**src/msrep_pkg.sv**
```systemverilog
package msrep_pkg;

    localparam int DATA_W = 16;
    localparam int ADDR_W = 5;
    localparam int QIDX_W = 6;

    localparam logic [ADDR_W-1:0] IDX_MASK2 = 5'h1D;
    localparam logic [ADDR_W-1:0] IDX_STAT2 = 5'h1E;
    localparam logic [ADDR_W-1:0] IDX_QPTR  = 5'h1F;
    localparam logic [7:0]        HOST_OFF_MASK2 = 8'h74;
    localparam logic [7:0]        HOST_OFF_STAT2 = 8'h78;
    localparam logic [7:0]        HOST_OFF_QPTR  = 8'h7C;

    localparam int B_MASTER     = 15;
    localparam int B_OPC_PAR    = 14;
    localparam int B_ILL_MSG    = 13;
    localparam int B_Q_ROLL     = 12;
    localparam int B_CSP_ERR    = 11;
    localparam int B_TRAP       = 10;
    localparam int B_RT_CMD_HF  = 9;
    localparam int B_RT_CBUF_HF = 8;
    localparam int B_MT_CMD_HF  = 7;
    localparam int B_MT_DATA_HF = 6;
    localparam int B_PROG_LO    = 2;
    localparam int B_BIT_DONE   = 1;
    localparam int B_CHAIN      = 0;

    localparam logic [DATA_W-1:0] EVENT_BITS = 16'h7FFE;
    localparam logic [DATA_W-1:0] MASK2_RST  = 16'h0000;
    localparam logic [DATA_W-1:0] STAT2_RST  = 16'h0000;
    localparam logic [DATA_W-1:0] QPTR_RST   = 16'h0000;
    localparam logic [QIDX_W-1:0] QIDX_LAST  = 6'h3F;

    localparam int CW_RTA_LSB = 11;
    localparam int CW_TR      = 10;
    localparam int CW_SA_LSB  = 5;
    localparam int MON_GAP_LSB = 8;
    localparam int QE_MSG     = 0;

    typedef enum logic [1:0] {
        MSREP_BC = 2'b00,
        MSREP_RT = 2'b01,
        MSREP_MT = 2'b10
    } msrep_mode_e;

    typedef enum logic [1:0] {
        MSREP_BC_BSW = 2'b00,
        MSREP_RT_BSW = 2'b01,
        MSREP_CMD    = 2'b10,
        MSREP_MON_ID = 2'b11
    } msrep_kind_e;

endpackage

```
**src/msrep_word_pack.sv**
```systemverilog
`timescale 1ns/1ps
module msrep_word_pack
    import msrep_pkg::*;
(
    input  msrep_pkg::msrep_kind_e kind,
    input  wire logic        end_of_message,
    input  wire logic        start_of_message,
    input  wire logic        chan_b,
    input  wire logic        error_flag,
    input  wire logic        format_error,
    input  wire logic        no_response,
    input  wire logic        loop_fail,
    input  wire logic        word_cnt_err,
    input  wire logic        invalid_word,
    input  wire logic        sync_err,
    input  wire logic        bc_status_set,
    input  wire logic        bc_masked_set,
    input  wire logic [1:0]  bc_retry,
    input  wire logic        bc_good_block,
    input  wire logic        bc_wrong_addr,
    input  wire logic        rt_rt_format,
    input  wire logic        rt_stack_roll,
    input  wire logic        rt_illegal_word,
    input  wire logic        rt_gap_err,
    input  wire logic        rt_cmd2_err,
    input  wire logic        rt_cmd_err,
    input  wire logic [4:0]  cw_rt_addr,
    input  wire logic        cw_tx,
    input  wire logic [4:0]  cw_subaddr,
    input  wire logic [4:0]  cw_count,
    input  wire logic [7:0]  mon_gap,
    input  wire logic [7:0]  mon_flags,
    output logic      [15:0] word
);
    always_comb begin
        unique case (kind)
            MSREP_BC_BSW: word = {end_of_message, start_of_message, chan_b, error_flag,
                                  bc_status_set, format_error, no_response, loop_fail,
                                  bc_masked_set, bc_retry, bc_good_block,
                                  bc_wrong_addr, word_cnt_err, sync_err, invalid_word};
            MSREP_RT_BSW: word = {end_of_message, start_of_message, chan_b, error_flag,
                                  rt_rt_format, format_error, no_response, loop_fail,
                                  rt_stack_roll, rt_illegal_word, word_cnt_err, sync_err,
                                  invalid_word, rt_gap_err, rt_cmd2_err, rt_cmd_err};
            MSREP_CMD:    word = {cw_rt_addr, cw_tx, cw_subaddr, cw_count};
            MSREP_MON_ID: word = {mon_gap, mon_flags};
        endcase
    end
endmodule

```
**src/msrep_status_bank.sv**
```systemverilog
`timescale 1ns/1ps
module msrep_status_bank
    import msrep_pkg::*;
(
    input  wire logic                 clock,
    input  wire logic                 rst_n,
    input  msrep_pkg::msrep_mode_e    mode,
    input  wire logic [msrep_pkg::ADDR_W-1:0] reg_addr,
    input  wire logic                 reg_wr,
    input  wire logic                 reg_rd,
    input  wire logic [15:0]          reg_wdata,
    output logic      [15:0]          reg_rdata,
    output logic                      reg_rd_valid,
    output logic                      master_irq,
    input  wire logic                 ev_opcode_parity,
    input  wire logic                 ev_illegal_cmd,
    input  wire logic                 ev_msg_received,
    input  wire logic                 ev_call_stack_err,
    input  wire logic                 ev_trap_opcode,
    input  wire logic                 ev_rt_cmd_half,
    input  wire logic                 ev_rt_cbuf_half,
    input  wire logic                 ev_mt_cmd_half,
    input  wire logic                 ev_mt_data_half,
    input  wire logic [3:0]           ev_program_req,
    input  wire logic                 ev_bit_done,
    input  wire logic                 chain_in,
    input  wire logic                 q_push,
    input  wire logic [15:0]          q_data,
    input  wire logic                 q_msg_event,
    input  wire logic                 word_req,
    input  msrep_pkg::msrep_kind_e    word_kind,
    input  wire logic [15:0]          word_addr,
    output logic                      word_ack,
    input  wire logic                 end_of_message,
    input  wire logic                 start_of_message,
    input  wire logic                 chan_b,
    input  wire logic                 error_flag,
    input  wire logic                 format_error,
    input  wire logic                 no_response,
    input  wire logic                 loop_fail,
    input  wire logic                 word_cnt_err,
    input  wire logic                 invalid_word,
    input  wire logic                 sync_err,
    input  wire logic                 bc_status_set,
    input  wire logic                 bc_masked_set,
    input  wire logic [1:0]           bc_retry,
    input  wire logic                 bc_good_block,
    input  wire logic                 bc_wrong_addr,
    input  wire logic                 rt_rt_format,
    input  wire logic                 rt_stack_roll,
    input  wire logic                 rt_illegal_word,
    input  wire logic                 rt_gap_err,
    input  wire logic                 rt_cmd2_err,
    input  wire logic                 rt_cmd_err,
    input  wire logic [4:0]           cw_rt_addr,
    input  wire logic                 cw_tx,
    input  wire logic [4:0]           cw_subaddr,
    input  wire logic [4:0]           cw_count,
    input  wire logic [7:0]           mon_gap,
    input  wire logic [7:0]           mon_flags,
    output logic                      mem_we,
    output logic      [15:0]          mem_addr,
    output logic      [15:0]          mem_wdata
);
    import msrep_pkg::*;

    logic [15:0]       status_reg;
    logic [15:0]       status_next;
    logic [15:0]       mask_reg;
    logic [15:0]       mask_next;
    logic              master_reg;
    logic              master_next;
    logic [9:0]        qbase_reg;
    logic [9:0]        qbase_next;
    logic [QIDX_W-1:0] qidx_reg;
    logic [QIDX_W-1:0] qidx_next;
    logic [15:0]       rdata_reg;
    logic [15:0]       rdata_next;
    logic              rvalid_reg;
    logic              rvalid_next;
    logic              ack_reg;
    logic              ack_next;
    logic              we_reg;
    logic              we_next;
    logic [15:0]       maddr_reg;
    logic [15:0]       maddr_next;
    logic [15:0]       mdata_reg;
    logic [15:0]       mdata_next;
    logic [15:0]       set_vec;
    logic [15:0]       clr_vec;
    logic [15:0]       packed_word;
    logic [15:0]       sum_next;
    logic              qptr_wr;
    logic              q_wrap;
    logic              is_bc;

    function automatic logic [15:0] summary(input logic [15:0] st, input logic [15:0] mk, input logic ch);
        logic [15:0] w;
        w = st & EVENT_BITS;
        w[B_MASTER] = |(st & mk & EVENT_BITS);
        w[B_CHAIN]  = ch;
        return w;
    endfunction

    msrep_word_pack u_pack (
        .kind             (word_kind),
        .end_of_message   (end_of_message),
        .start_of_message (start_of_message),
        .chan_b           (chan_b),
        .error_flag       (error_flag),
        .format_error     (format_error),
        .no_response      (no_response),
        .loop_fail        (loop_fail),
        .word_cnt_err     (word_cnt_err),
        .invalid_word     (invalid_word),
        .sync_err         (sync_err),
        .bc_status_set    (bc_status_set),
        .bc_masked_set    (bc_masked_set),
        .bc_retry         (bc_retry),
        .bc_good_block    (bc_good_block),
        .bc_wrong_addr    (bc_wrong_addr),
        .rt_rt_format     (rt_rt_format),
        .rt_stack_roll    (rt_stack_roll),
        .rt_illegal_word  (rt_illegal_word),
        .rt_gap_err       (rt_gap_err),
        .rt_cmd2_err      (rt_cmd2_err),
        .rt_cmd_err       (rt_cmd_err),
        .cw_rt_addr       (cw_rt_addr),
        .cw_tx            (cw_tx),
        .cw_subaddr       (cw_subaddr),
        .cw_count         (cw_count),
        .mon_gap          (mon_gap),
        .mon_flags        (mon_flags),
        .word             (packed_word)
    );

    always_comb begin
        is_bc   = (mode == MSREP_BC);
        qptr_wr = reg_wr && (reg_addr == IDX_QPTR);
        q_wrap  = q_push && !qptr_wr && (qidx_reg == QIDX_LAST);
        set_vec = 16'h0000;
        set_vec[B_OPC_PAR]  = is_bc && ev_opcode_parity;
        set_vec[B_TRAP]     = is_bc && ev_trap_opcode;
        set_vec[B_PROG_LO+3:B_PROG_LO] = is_bc ? ev_program_req : 4'h0;
        set_vec[B_CSP_ERR]  = is_bc && ev_call_stack_err;
        set_vec[B_ILL_MSG]  = ((mode == MSREP_RT) && ev_illegal_cmd) ||
                              ((mode == MSREP_MT) && ev_msg_received);
        set_vec[B_Q_ROLL]   = q_wrap;
        set_vec[B_RT_CMD_HF]  = ev_rt_cmd_half;
        set_vec[B_RT_CBUF_HF] = ev_rt_cbuf_half;
        set_vec[B_MT_CMD_HF]  = ev_mt_cmd_half;
        set_vec[B_MT_DATA_HF] = ev_mt_data_half;
        set_vec[B_BIT_DONE]   = ev_bit_done;
        clr_vec = (reg_rd && (reg_addr == IDX_STAT2)) ? EVENT_BITS : 16'h0000;
        status_next = ((status_reg & ~clr_vec) | set_vec) & EVENT_BITS;
        mask_next = (reg_wr && (reg_addr == IDX_MASK2)) ? reg_wdata : mask_reg;
        sum_next = summary(status_next, mask_next, chain_in);
        master_next = sum_next[B_MASTER];
    end

    always_comb begin
        qbase_next = qbase_reg;
        qidx_next  = qidx_reg;
        we_next    = 1'b0;
        maddr_next = maddr_reg;
        mdata_next = mdata_reg;
        ack_next   = 1'b0;
        if (qptr_wr) begin
            qbase_next = reg_wdata[15:QIDX_W];
            qidx_next  = reg_wdata[QIDX_W-1:0];
        end else if (q_push) begin
            qidx_next = qidx_reg + 6'h01;
        end
        if (q_push) begin
            we_next    = 1'b1;
            maddr_next = {qbase_reg, qidx_reg};
            mdata_next = q_data;
            if (!is_bc) begin
                mdata_next[QE_MSG] = q_msg_event;
            end
        end else if (word_req && !ack_reg) begin
            we_next    = 1'b1;
            maddr_next = word_addr;
            mdata_next = packed_word;
            ack_next   = 1'b1;
        end
    end

    always_comb begin
        rvalid_next = reg_rd;
        rdata_next  = 16'h0000;
        if (reg_rd) begin
            unique case (reg_addr)
                IDX_MASK2: rdata_next = mask_reg;
                IDX_STAT2: rdata_next = summary(status_reg, mask_reg, chain_in);
                IDX_QPTR:  rdata_next = {qbase_reg, qidx_reg};
                default:   rdata_next = 16'h0000;
            endcase
        end
    end

    always_ff @(posedge clock) begin
        if (!rst_n) begin
            status_reg <= STAT2_RST;
            mask_reg   <= MASK2_RST;
            master_reg <= 1'b0;
            qbase_reg  <= QPTR_RST[15:QIDX_W];
            qidx_reg   <= QPTR_RST[QIDX_W-1:0];
            rdata_reg  <= 16'h0000;
            rvalid_reg <= 1'b0;
            ack_reg    <= 1'b0;
            we_reg     <= 1'b0;
            maddr_reg  <= 16'h0000;
            mdata_reg  <= 16'h0000;
        end else begin
            status_reg <= status_next;
            mask_reg   <= mask_next;
            master_reg <= master_next;
            qbase_reg  <= qbase_next;
            qidx_reg   <= qidx_next;
            rdata_reg  <= rdata_next;
            rvalid_reg <= rvalid_next;
            ack_reg    <= ack_next;
            we_reg     <= we_next;
            maddr_reg  <= maddr_next;
            mdata_reg  <= mdata_next;
        end
    end

    assign reg_rdata    = rdata_reg;
    assign reg_rd_valid = rvalid_reg;
    assign master_irq   = master_reg;
    assign word_ack     = ack_reg;
    assign mem_we       = we_reg;
    assign mem_addr     = maddr_reg;
    assign mem_wdata    = mdata_reg;
endmodule

```
**config.mk**
```make
export PLATFORM = sky130hd
export DESIGN_NAME = msrep_status_bank
export DESIGN_NICKNAME = d
export VERILOG_FILES = /design/src/msrep_pkg.sv /design/src/msrep_word_pack.sv /design/src/msrep_status_bank.sv
export SDC_FILE = /design/constraint.sdc
export NUM_CORES = 1
export LEC_CHECK = 0
export BUFFER_PORTS_ARGS = -buffer_cell sky130_fd_sc_hd__buf_2
export CAP_MARGIN = 40
export CORE_MARGIN = 2
export CORE_UTILIZATION = 50
export CTS_BUF_LIST = sky130_fd_sc_hd__clkbuf_4 sky130_fd_sc_hd__clkbuf_8
export DETAILED_ROUTE_END_ITERATION = 16
export PLACE_DENSITY = 0.82
export SYNTH_ARGS = -nofsm -noshare
export SYNTH_HDL_FRONTEND = slang
export SYNTH_SLANG_ARGS = --single-unit
```
**constraint.sdc**
```tcl
create_clock -name clock -period 2.34 [get_ports clock]
set_input_delay 0.234 -clock clock [delete_from_list [all_inputs] [get_ports clock]]
set_output_delay 0.234 -clock clock [all_outputs]
set_load 0.01 [all_outputs]
```
==> results.toml, run 1 <==
[outcome]
status = "complete, no violations"

[grt]
grt_use_met2_pct = 43.83
grt_pass1_wl_mm = 20.42
met3_usage_pct = 7.282
grt-ovfl-total = 0
antenna_found_initial = 0
groute.layer.met1.usage_pct = 30.09
grt_max_degree = 69
grt_usage_pct = 25.85
grt_pass1_vias = 4328
grt_busiest_layer = "met2"

[synthesis]
avgSynthCellArea_um2 = 8.899
synth_top_area_share_pct = 42.07
synth_nets = 658
ys_types = 47
ys_seq_elements = 98
yosys_warnings = 0
netlist_area_mm2 = 0.004663
ys_seq_area_share_pct = 42.07
synth_edf_count = 0
yosys.area.top_type = "dfxtp_1"
netlist_instances = 524
postSynth.asyncResetShare_pct = 0
synthTopCellsByCount = "dfxtp_1 (98), nand2_1 (89), a21oi_1 (59)"
ys_top_cells_by_area = "dfxtp_1 (42%), nand2_1 (7.2%), nor2b_1 (6.6%)"
post-synth-top-count-cell = "dfxtp_1"
synthFlopType = "dfxtp_1"

[clock_network]
postCtsHoldBufs = 0
cts_tree = "done"
cts_buffers = 9
cts_resized = 0
clk_pin_slew_ns = 0.10
ctsRootBufferMaster = "clkbuf_8"
clock_latency_ns = 0.36
post-cts-setup-buffers = 0
htree_levels = 3
cts_buffer_depth = 2
numClockSinks = 98

[route]
wl_mm = 12.89
route.detailed.drc = 0
ant_nets = 0
vias_per_cell = 5.462
drt_pass1_iterations = 5
wl_per_cell_um = 16.05
drt-initial-drc-count = 213
vias = 4386

[setup_path]
crit_start = "reg_addr[3]"
critPathKind = "in -> reg"
worstSetupStartpointType = "primary input"
arrival_ns = 2.06
reg2reg_depth = 7
reg2reg_from = "qidx_reg[0]"
cp.required_ns = 2.59
cp_max_fo = 16
crit_path_end_kind = "register"

[place]
dp_slack_ns = 0.1915
gp_congestion = 0.9815
dp_hpwl_mm = 9.917
port_buffers = 184
placedCellCount = 787

[sta]
hold_viol = 0
max_freq_ghz = 0.5534
relSlewSlack_pct = 49.77
worst_slew_pin_slew_ns = 0.7507
final.setup.tns_ns = 0
period_needed_ns = 1.807
clock_skew_ns = 0.01480
fin_ws_ns = 0.5329
final_max_slew_viol_count = 0
period_share_pct = 77.23
grt_setup_unrepaired = "no"
setup_viol = 0

[power]
pwr-share-comb_pct = 15.3
design_power_total_w = 0.003256
netSwitchingFraction_pct = 27.56
clockPowerShare_pct = 30.5
power_switching_w = 0.0008975
max-vdd-ir-drop_uv = 331.7
power.leakage_nw = 2.554
p_int_w = 0.002359
powerDensity_mw_per_mm2 = 560.5
power.share.sequential_pct = 54.1

[floorplan]
die_area_mm2 = 0.01012
dieHeight_um = 100.6
die_w_um = 100.6
num_io_pins = 185
start_util_pct = 50.95
core_mm2 = 0.009153
rows = 35

[job]
maxCapViolCount = 0

[finish]
drive_gt1_share_pct = 34.68
regArea_mm2 = 0.001962
fillers = 802
num_antenna_cells = 0
multi_input_area_mm2 = 0.002487
nets = 821
syn2layout_area_growth_pct = 24.58
layout.cells.non_filler = 803

[min_path]
worstHoldStart = "q_data[1]"
min_path_cells = 3
hp-class = "in -> reg"
## power groups by stage
stage	clock, W	sequential [W]	combinational, W
after floorplan	0	0.00181	0.000269
after global placement	0	0.00180	0.000483
after detailed placement	0	0.00180	0.000499
after CTS	0.00101	0.00176	0.000501
after global routing	0.00110	0.00177	0.000549
final	0.000993	0.00176	0.000500
## through the flow
stage / hold WS [ns] / instance area, um^2 / util [%]
6_report: 0.1327 / 5809 / 63.47
2_1_floorplan: 0.3782 / 4663 / -
3_5_place_dp: 0.4665 / 5629 / 61.50
5_1_grt: 0.1256 / 5809 / 63.47
3_3_place_gp: 0.4637 / 5629 / 61.50
4_1_cts: 0.1157 / 5809 / 63.47
## cells by family (layout without fill, tap and decap cells)
family / after synthesis / count (layout) / share of synthesized area (%)
AO/OA/AOI/OAI: 136 / 136 / 18.59
XOR/XNOR: 4 / 4 / 0.7514
adder cells (fa/ha/maj): 1 / 1 / 0.2683
buffers and inverters: 44 / 212 / 4.642
flip-flops: 98 / 98 / 42.07
multiplexers: 49 / 49 / 13.36
AND/OR/NAND/NOR: 192 / 192 / 20.31
## cell usage in the layout, fill, tap and decap left out, drive strengths merged, types with 2 or more instances in the layout
master,instances
a211oi,7
buf,194
a21oi,59
xor2,3
clkinv,3
mux2,16
a22oi,27
o211a,7
clkbuf,9
nor2,25
nand4,4
or3,2
mux4,9
a221oi,2
and2,9
nand2,89
a21boi,10
o21ai,11
and2b,5
o22ai,5
clkinvlp,4
nand3,3
mux2i,24
inv,2
dfxtp,98
nor2b,49
a22o,2
## path summary, 6_finish.rpt
| check | end | slack [ns] |
|---|---|---|
| worst max-delay path | master_irq | 0.53 |
| worst min-delay path | mem_wdata[1] | 0.13 |
| worst max register to register | master_irq | 0.65 |
| worst min register to register | mem_addr[0] | 0.48 |
## per-layer routing
| metal | vias to the layer above | part of all wire, % |
|---|---|---|
| met3 | 42 | 7.0 |
| met5 | - | 0 |
| li1 | 2155 | - |
| met1 | 2014 | 40 |
| met2 | 175 | 49 |
| met4 | 0 | 3.9 |
## final cells by class
type	instances	share of cell area [%]
clock buffers	9	2.132
multi-input cells	382	42.82
well taps	111	2.391
clock inverters	7	0.9692
repair buffers	194	17.79
inverters	2	0.1292
flip-flops and latches	98	33.77
## critical path: stages
cell,delay [ns]
buf_2,0.07
and3_4,0.21
and4b_1,0.26
buf_12,0.19
mux2i_1,0.25
o22ai_1,0.13
or3_1,0.40
o41a_1,0.31
Note: power is estimated with default switching activity, not from simulation.
==> run 2, diff against run 1 <==
- CORE_UTILIZATION: 50 -> 45
- PLACE_DENSITY: 0.82 -> 0.78
- clock period: 2.34 -> 1.5 ns (I/O delays scaled with it)
==> results.toml, run 2 (synthesized netlist as in run 1, its figures left out) <==
[floorplan]
start_util_pct = 45.79
dieHeight_um = 105.8
core_mm2 = 0.01018
num_io_pins = 185
die_w_um = 105.8
die_area_mm2 = 0.01119
rows = 37

[power]
p_int_w = 0.003746
power_switching_w = 0.001477
pwr-share-comb_pct = 16.8
netSwitchingFraction_pct = 28.27
power.share.sequential_pct = 52.6
clockPowerShare_pct = 30.6
max-vdd-ir-drop_uv = 400.7
power.leakage_nw = 2.749
powerDensity_mw_per_mm2 = 846.2

[setup_path]
critPathKind = "in -> reg"
cp_max_fo = 10
crit_chain = "buf_6 > and3_4 > and4b_2 > buf_12 > mux2i_1 > o22ai_1 > or3_1 > o41a_1"
crit_path_end_kind = "register"
arrival_ns = 1.87
critical_path.slowest_cell = "or3_1"
cp.required_ns = 1.76
worstSetupStartpointType = "primary input"
cpPeakStageDelay_ns = 0.40

[clock_network]
clk_pin_slew_ns = 0.10
numClockSinks = 98
cts_buffer_depth = 2
ctsRootBufferMaster = "clkbuf_8"
cts_buffers = 9
clock_latency_ns = 0.37
cts_tree = "done"
postCtsHoldBufs = 0
htree_levels = 3

[grt]
grt_pass1_vias = 4557
grt_usage_pct = 25.70
grt-ovfl-total = 0
grt_max_degree = 69
grt_pass1_wl_mm = 22.43
antenna_found_initial = 0

[finish]
drive_gt1_share_pct = 38.98
layout_commonest_cell = "buf_2"
utilization_pct = 60.60
multi_input_area_mm2 = 0.002519
regArea_mm2 = 0.001963
syn2layout_area_growth_pct = 32.36
num_antenna_cells = 0
fillers = 896
final_cell_mix = "buf_2 (181), dfxtp_1 (97), nand2_1 (89)"
nets = 855

[sta]
worst_slew_pin_slew_ns = 0.5713
period_share_pct = 107.1
period_needed_ns = 1.607
final.setup.tns_ns = -0.1070
hold_viol = 0
clock_skew_ns = 0.01198
fin_ws_ns = -0.1070
setup_viol = 1
relSlewSlack_pct = 61.77
max_freq_ghz = 0.6223
grt_setup_unrepaired = "yes"
final_max_slew_viol_count = 0

[route]
drt-initial-drc-count = 347
vias_per_cell = 5.350
ant_nets = 0
drt_pass1_iterations = 5
route.detailed.drc = 0
wl_per_cell_um = 16.85
wl_mm = 14.53
vias = 4612

[job]
maxCapViolCount = 0

[place]
gp_congestion = 0.9556
dp_hpwl_mm = 10.86
port_buffers = 184

[outcome]
status = "finished, violations left"
failed_checks = "setup timing"

[min_path]
hp-class = "in -> reg"
## run 2: changes by cell type in the layout (fill, tap and decap cells not counted), sizes merged
cell,previous run,this run
buf,194,227
inv,2,5
clkinvlp,4,2
clkbuf,9,10
clkinv,3,2
## run 2: repair_timing
item	in CTS	in global routing
hold endpoints to repair	0	0
setup endpoints to repair	1	8
setup buffers	2	0
resized for setup	7	6
gates cloned	0	1
pin swaps	3	0
## run 2: critical path: cells and delay by family
family,cells,cell delay (ns)
compound gates,2,0.43
simple gates,3,0.84
buf+inv,2,0.21
mux,1,0.24
## run 2: power by group through the flow
stage | combinational [W] | clock, W | sequential (W)
final | 0.000878 | 0.00160 | 0.00275
after global routing | 0.000961 | 0.00176 | 0.00276
after CTS | 0.000858 | 0.00163 | 0.00274
after detailed placement | 0.000847 | 0 | 0.00280
after global placement | 0.000830 | 0 | 0.00280
after floorplan | 0.000420 | 0 | 0.00282
## run 2: final timing paths
kind,start,slack (ns),to,cells past startpoint
max,reg_addr[4],-0.11,master_irq,8
min reg2reg,mem_addr[0],0.49,mem_addr[0],2
max reg2reg,qidx_reg[0],-0.06,master_irq,7
min,word_addr[0],0.02,mem_addr[0],3
## run 2: through the flow
stage	total power [W]	instances	setup slack [ns]	instance area (um^2)	hold WS, ns
floorplan	0.003240	524	-0.2481	4663	0.2942
global placement	0.003628	843	-0.4265	5906	0.4003
detailed placement	0.003648	843	-0.4642	5906	0.4091
CTS	0.005234	861	-0.06164	6122	0.009251
global route	0.005473	862	-0.1349	6172	0.02573
finish	0.005223	862	-0.1070	6172	0.01630
## run 2: layout make-up
cell class	instances	area share (%)
Clock buffer	9	2.007
Clock inverter	7	0.8311
Inverter	2	0.1216
Multi-Input combinational cell	382	40.81
Sequential cell	98	31.81
Tap cell	136	2.757
Timing Repair Buffer	228	21.67
## run 2: routing by layer
layer	vias up	GRT usage (%)	share of wire [%]	wire (um)
met5	-	0	0	0
met4	0	11.18	3.8	546
met3	44	6.803	7.9	1141
met2	209	42.53	47	6848
met1	2131	31.45	41	5993
li1	2228	-	-	-
==> run 3, diff against run 2 <==
- CORE_UTILIZATION: 45 -> 50
- PLACE_DENSITY: 0.78 -> 0.82
- REMOVE_ABC_BUFFERS: unset -> 1
- TNS_END_PERCENT: unset -> 20
- clock period: 1.5 -> 1.8 ns (I/O delays scaled with it)
==> results.toml, run 3 (synthesized netlist as in run 1, its figures left out) <==
[job]
maxCapViolCount = 0

[grt]
grt_pass1_vias = 4341
grt_usage_pct = 26.79
grt-ovfl-total = 0
grt_max_degree = 52
antenna_found_initial = 0
grt_pass1_wl_mm = 21.33

[clock_network]
cts_tree = "done"
clk_pin_slew_ns = 0.10
post-cts-setup-buffers = 0
cts_resized = 0
numClockSinks = 98
cts_buffer_depth = 2
htree_levels = 3
postCtsHoldBufs = 0
cts_buffers = 9
clock_latency_ns = 0.36
ctsRootBufferMaster = "clkbuf_8"

[sta]
final.setup.tns_ns = 0
final_max_slew_viol_count = 0
grt_setup_unrepaired = "no"
clock_skew_ns = 0.01053
fin_ws_ns = 0.1368
worst_slew_pin_slew_ns = 0.7317
setup_viol = 0
max_freq_ghz = 0.6013
hold_viol = 0
period_share_pct = 92.40
relSlewSlack_pct = 51.04
period_needed_ns = 1.663

[setup_path]
r2r_setup_slack_ns = 0.14
worstSetupStartpointType = "primary input"
critPathKind = "in -> reg"
arrival_ns = 1.91
cp_max_fo = 8
crit_path_end_kind = "register"
cp.required_ns = 2.05

[route]
wl_mm = 13.45
vias = 4437
ant_nets = 0
route.detailed.drc = 0
vias_per_cell = 5.404
drt-initial-drc-count = 139
drt_pass1_iterations = 5
wl_per_cell_um = 16.38

[place]
place_area_mm2 = 0.005752
dp_slack_ns = -0.2261
gp_congestion = 0.9228
port_buffers = 184
dp_hpwl_mm = 10.21

[floorplan]
start_util_pct = 50.95
rows = 35
die_w_um = 100.6
dieHeight_um = 100.6
core_mm2 = 0.009153
num_io_pins = 185
die_area_mm2 = 0.01012

[power]
powerDensity_mw_per_mm2 = 737.7
max-vdd-ir-drop_uv = 428.3
power.leakage_nw = 2.654

[finish]
regArea_mm2 = 0.001962
layout_commonest_cell = "buf_2"
fin_area_mm2 = 0.005951
multi_input_area_mm2 = 0.002487
final_cell_mix = "buf_2 (184), dfxtp_1 (98), nand2_1 (89)"
fillers = 784
nets = 839
num_antenna_cells = 0
syn2layout_area_growth_pct = 27.61
drive_gt1_share_pct = 36.34

[min_path]
hp-class = "in -> reg"

[outcome]
status = "complete, no violations"
run 3: changes by cell type in the layout (fill, tap and decap cells not counted), moves of 2 or more:
cell,before,now
buf_6,3,0
buf_12,4,2
inv_6,3,0
buf_2,181,184
buf_4,39,26
clkinv_4,0,2
run 3: path summary, 6_finish.rpt:
| kind | to | start | cells past startpoint |
|---|---|---|---|
| max | master_irq | reg_addr[2] | 8 |
| max reg2reg | master_irq | qidx_reg[0] | 7 |
| min | status_reg[8] | ev_rt_cbuf_half | 3 |
| min reg2reg | qbase_reg[6] | qbase_reg[6] | 2 |
run 3: cell type report:
| type | count | share of cell area (%) |
|---|---|---|
| multi-input cells | 382 | 41.80 |
| flip-flops and latches | 98 | 32.97 |
| repair buffers | 212 | 19.43 |
| well taps | 111 | 2.334 |
| clock buffers | 10 | 2.208 |
| clock inverters | 6 | 1.135 |
| inverters | 2 | 0.1262 |
run 3: per-layer routing:
layer  track usage (%)  part of all wire, %
met1             33.81                   44
met2             46.41                   49
met3             4.369                  4.9
met4             9.378                  2.3
met5                 0                    0
run 3: stage by stage:
stage	util, %	hold WS (ns)	instances	total power, W
floorplan	-	0.2558	482	0.002624
CTS	65.02	0.06663	821	0.004406
global placement	62.84	0.4249	805	0.002984
finish	65.02	0.06550	821	0.004390
global route	65.02	0.07453	821	0.004564
detailed placement	62.84	0.4417	805	0.003008
run 3: report_power, final:
group          switching [W]  internal (W)
combinational       0.000341      0.000332
sequential         0.0000490       0.00224
clock               0.000767      0.000661
run 3: critical path, cell delays in order:
cell	delay [ns]
buf_2	0.08
and3_4	0.17
and4b_1	0.24
buf_12	0.15
mux2i_1	0.23
o22ai_1	0.12
or3_1	0.42
o41a_1	0.31
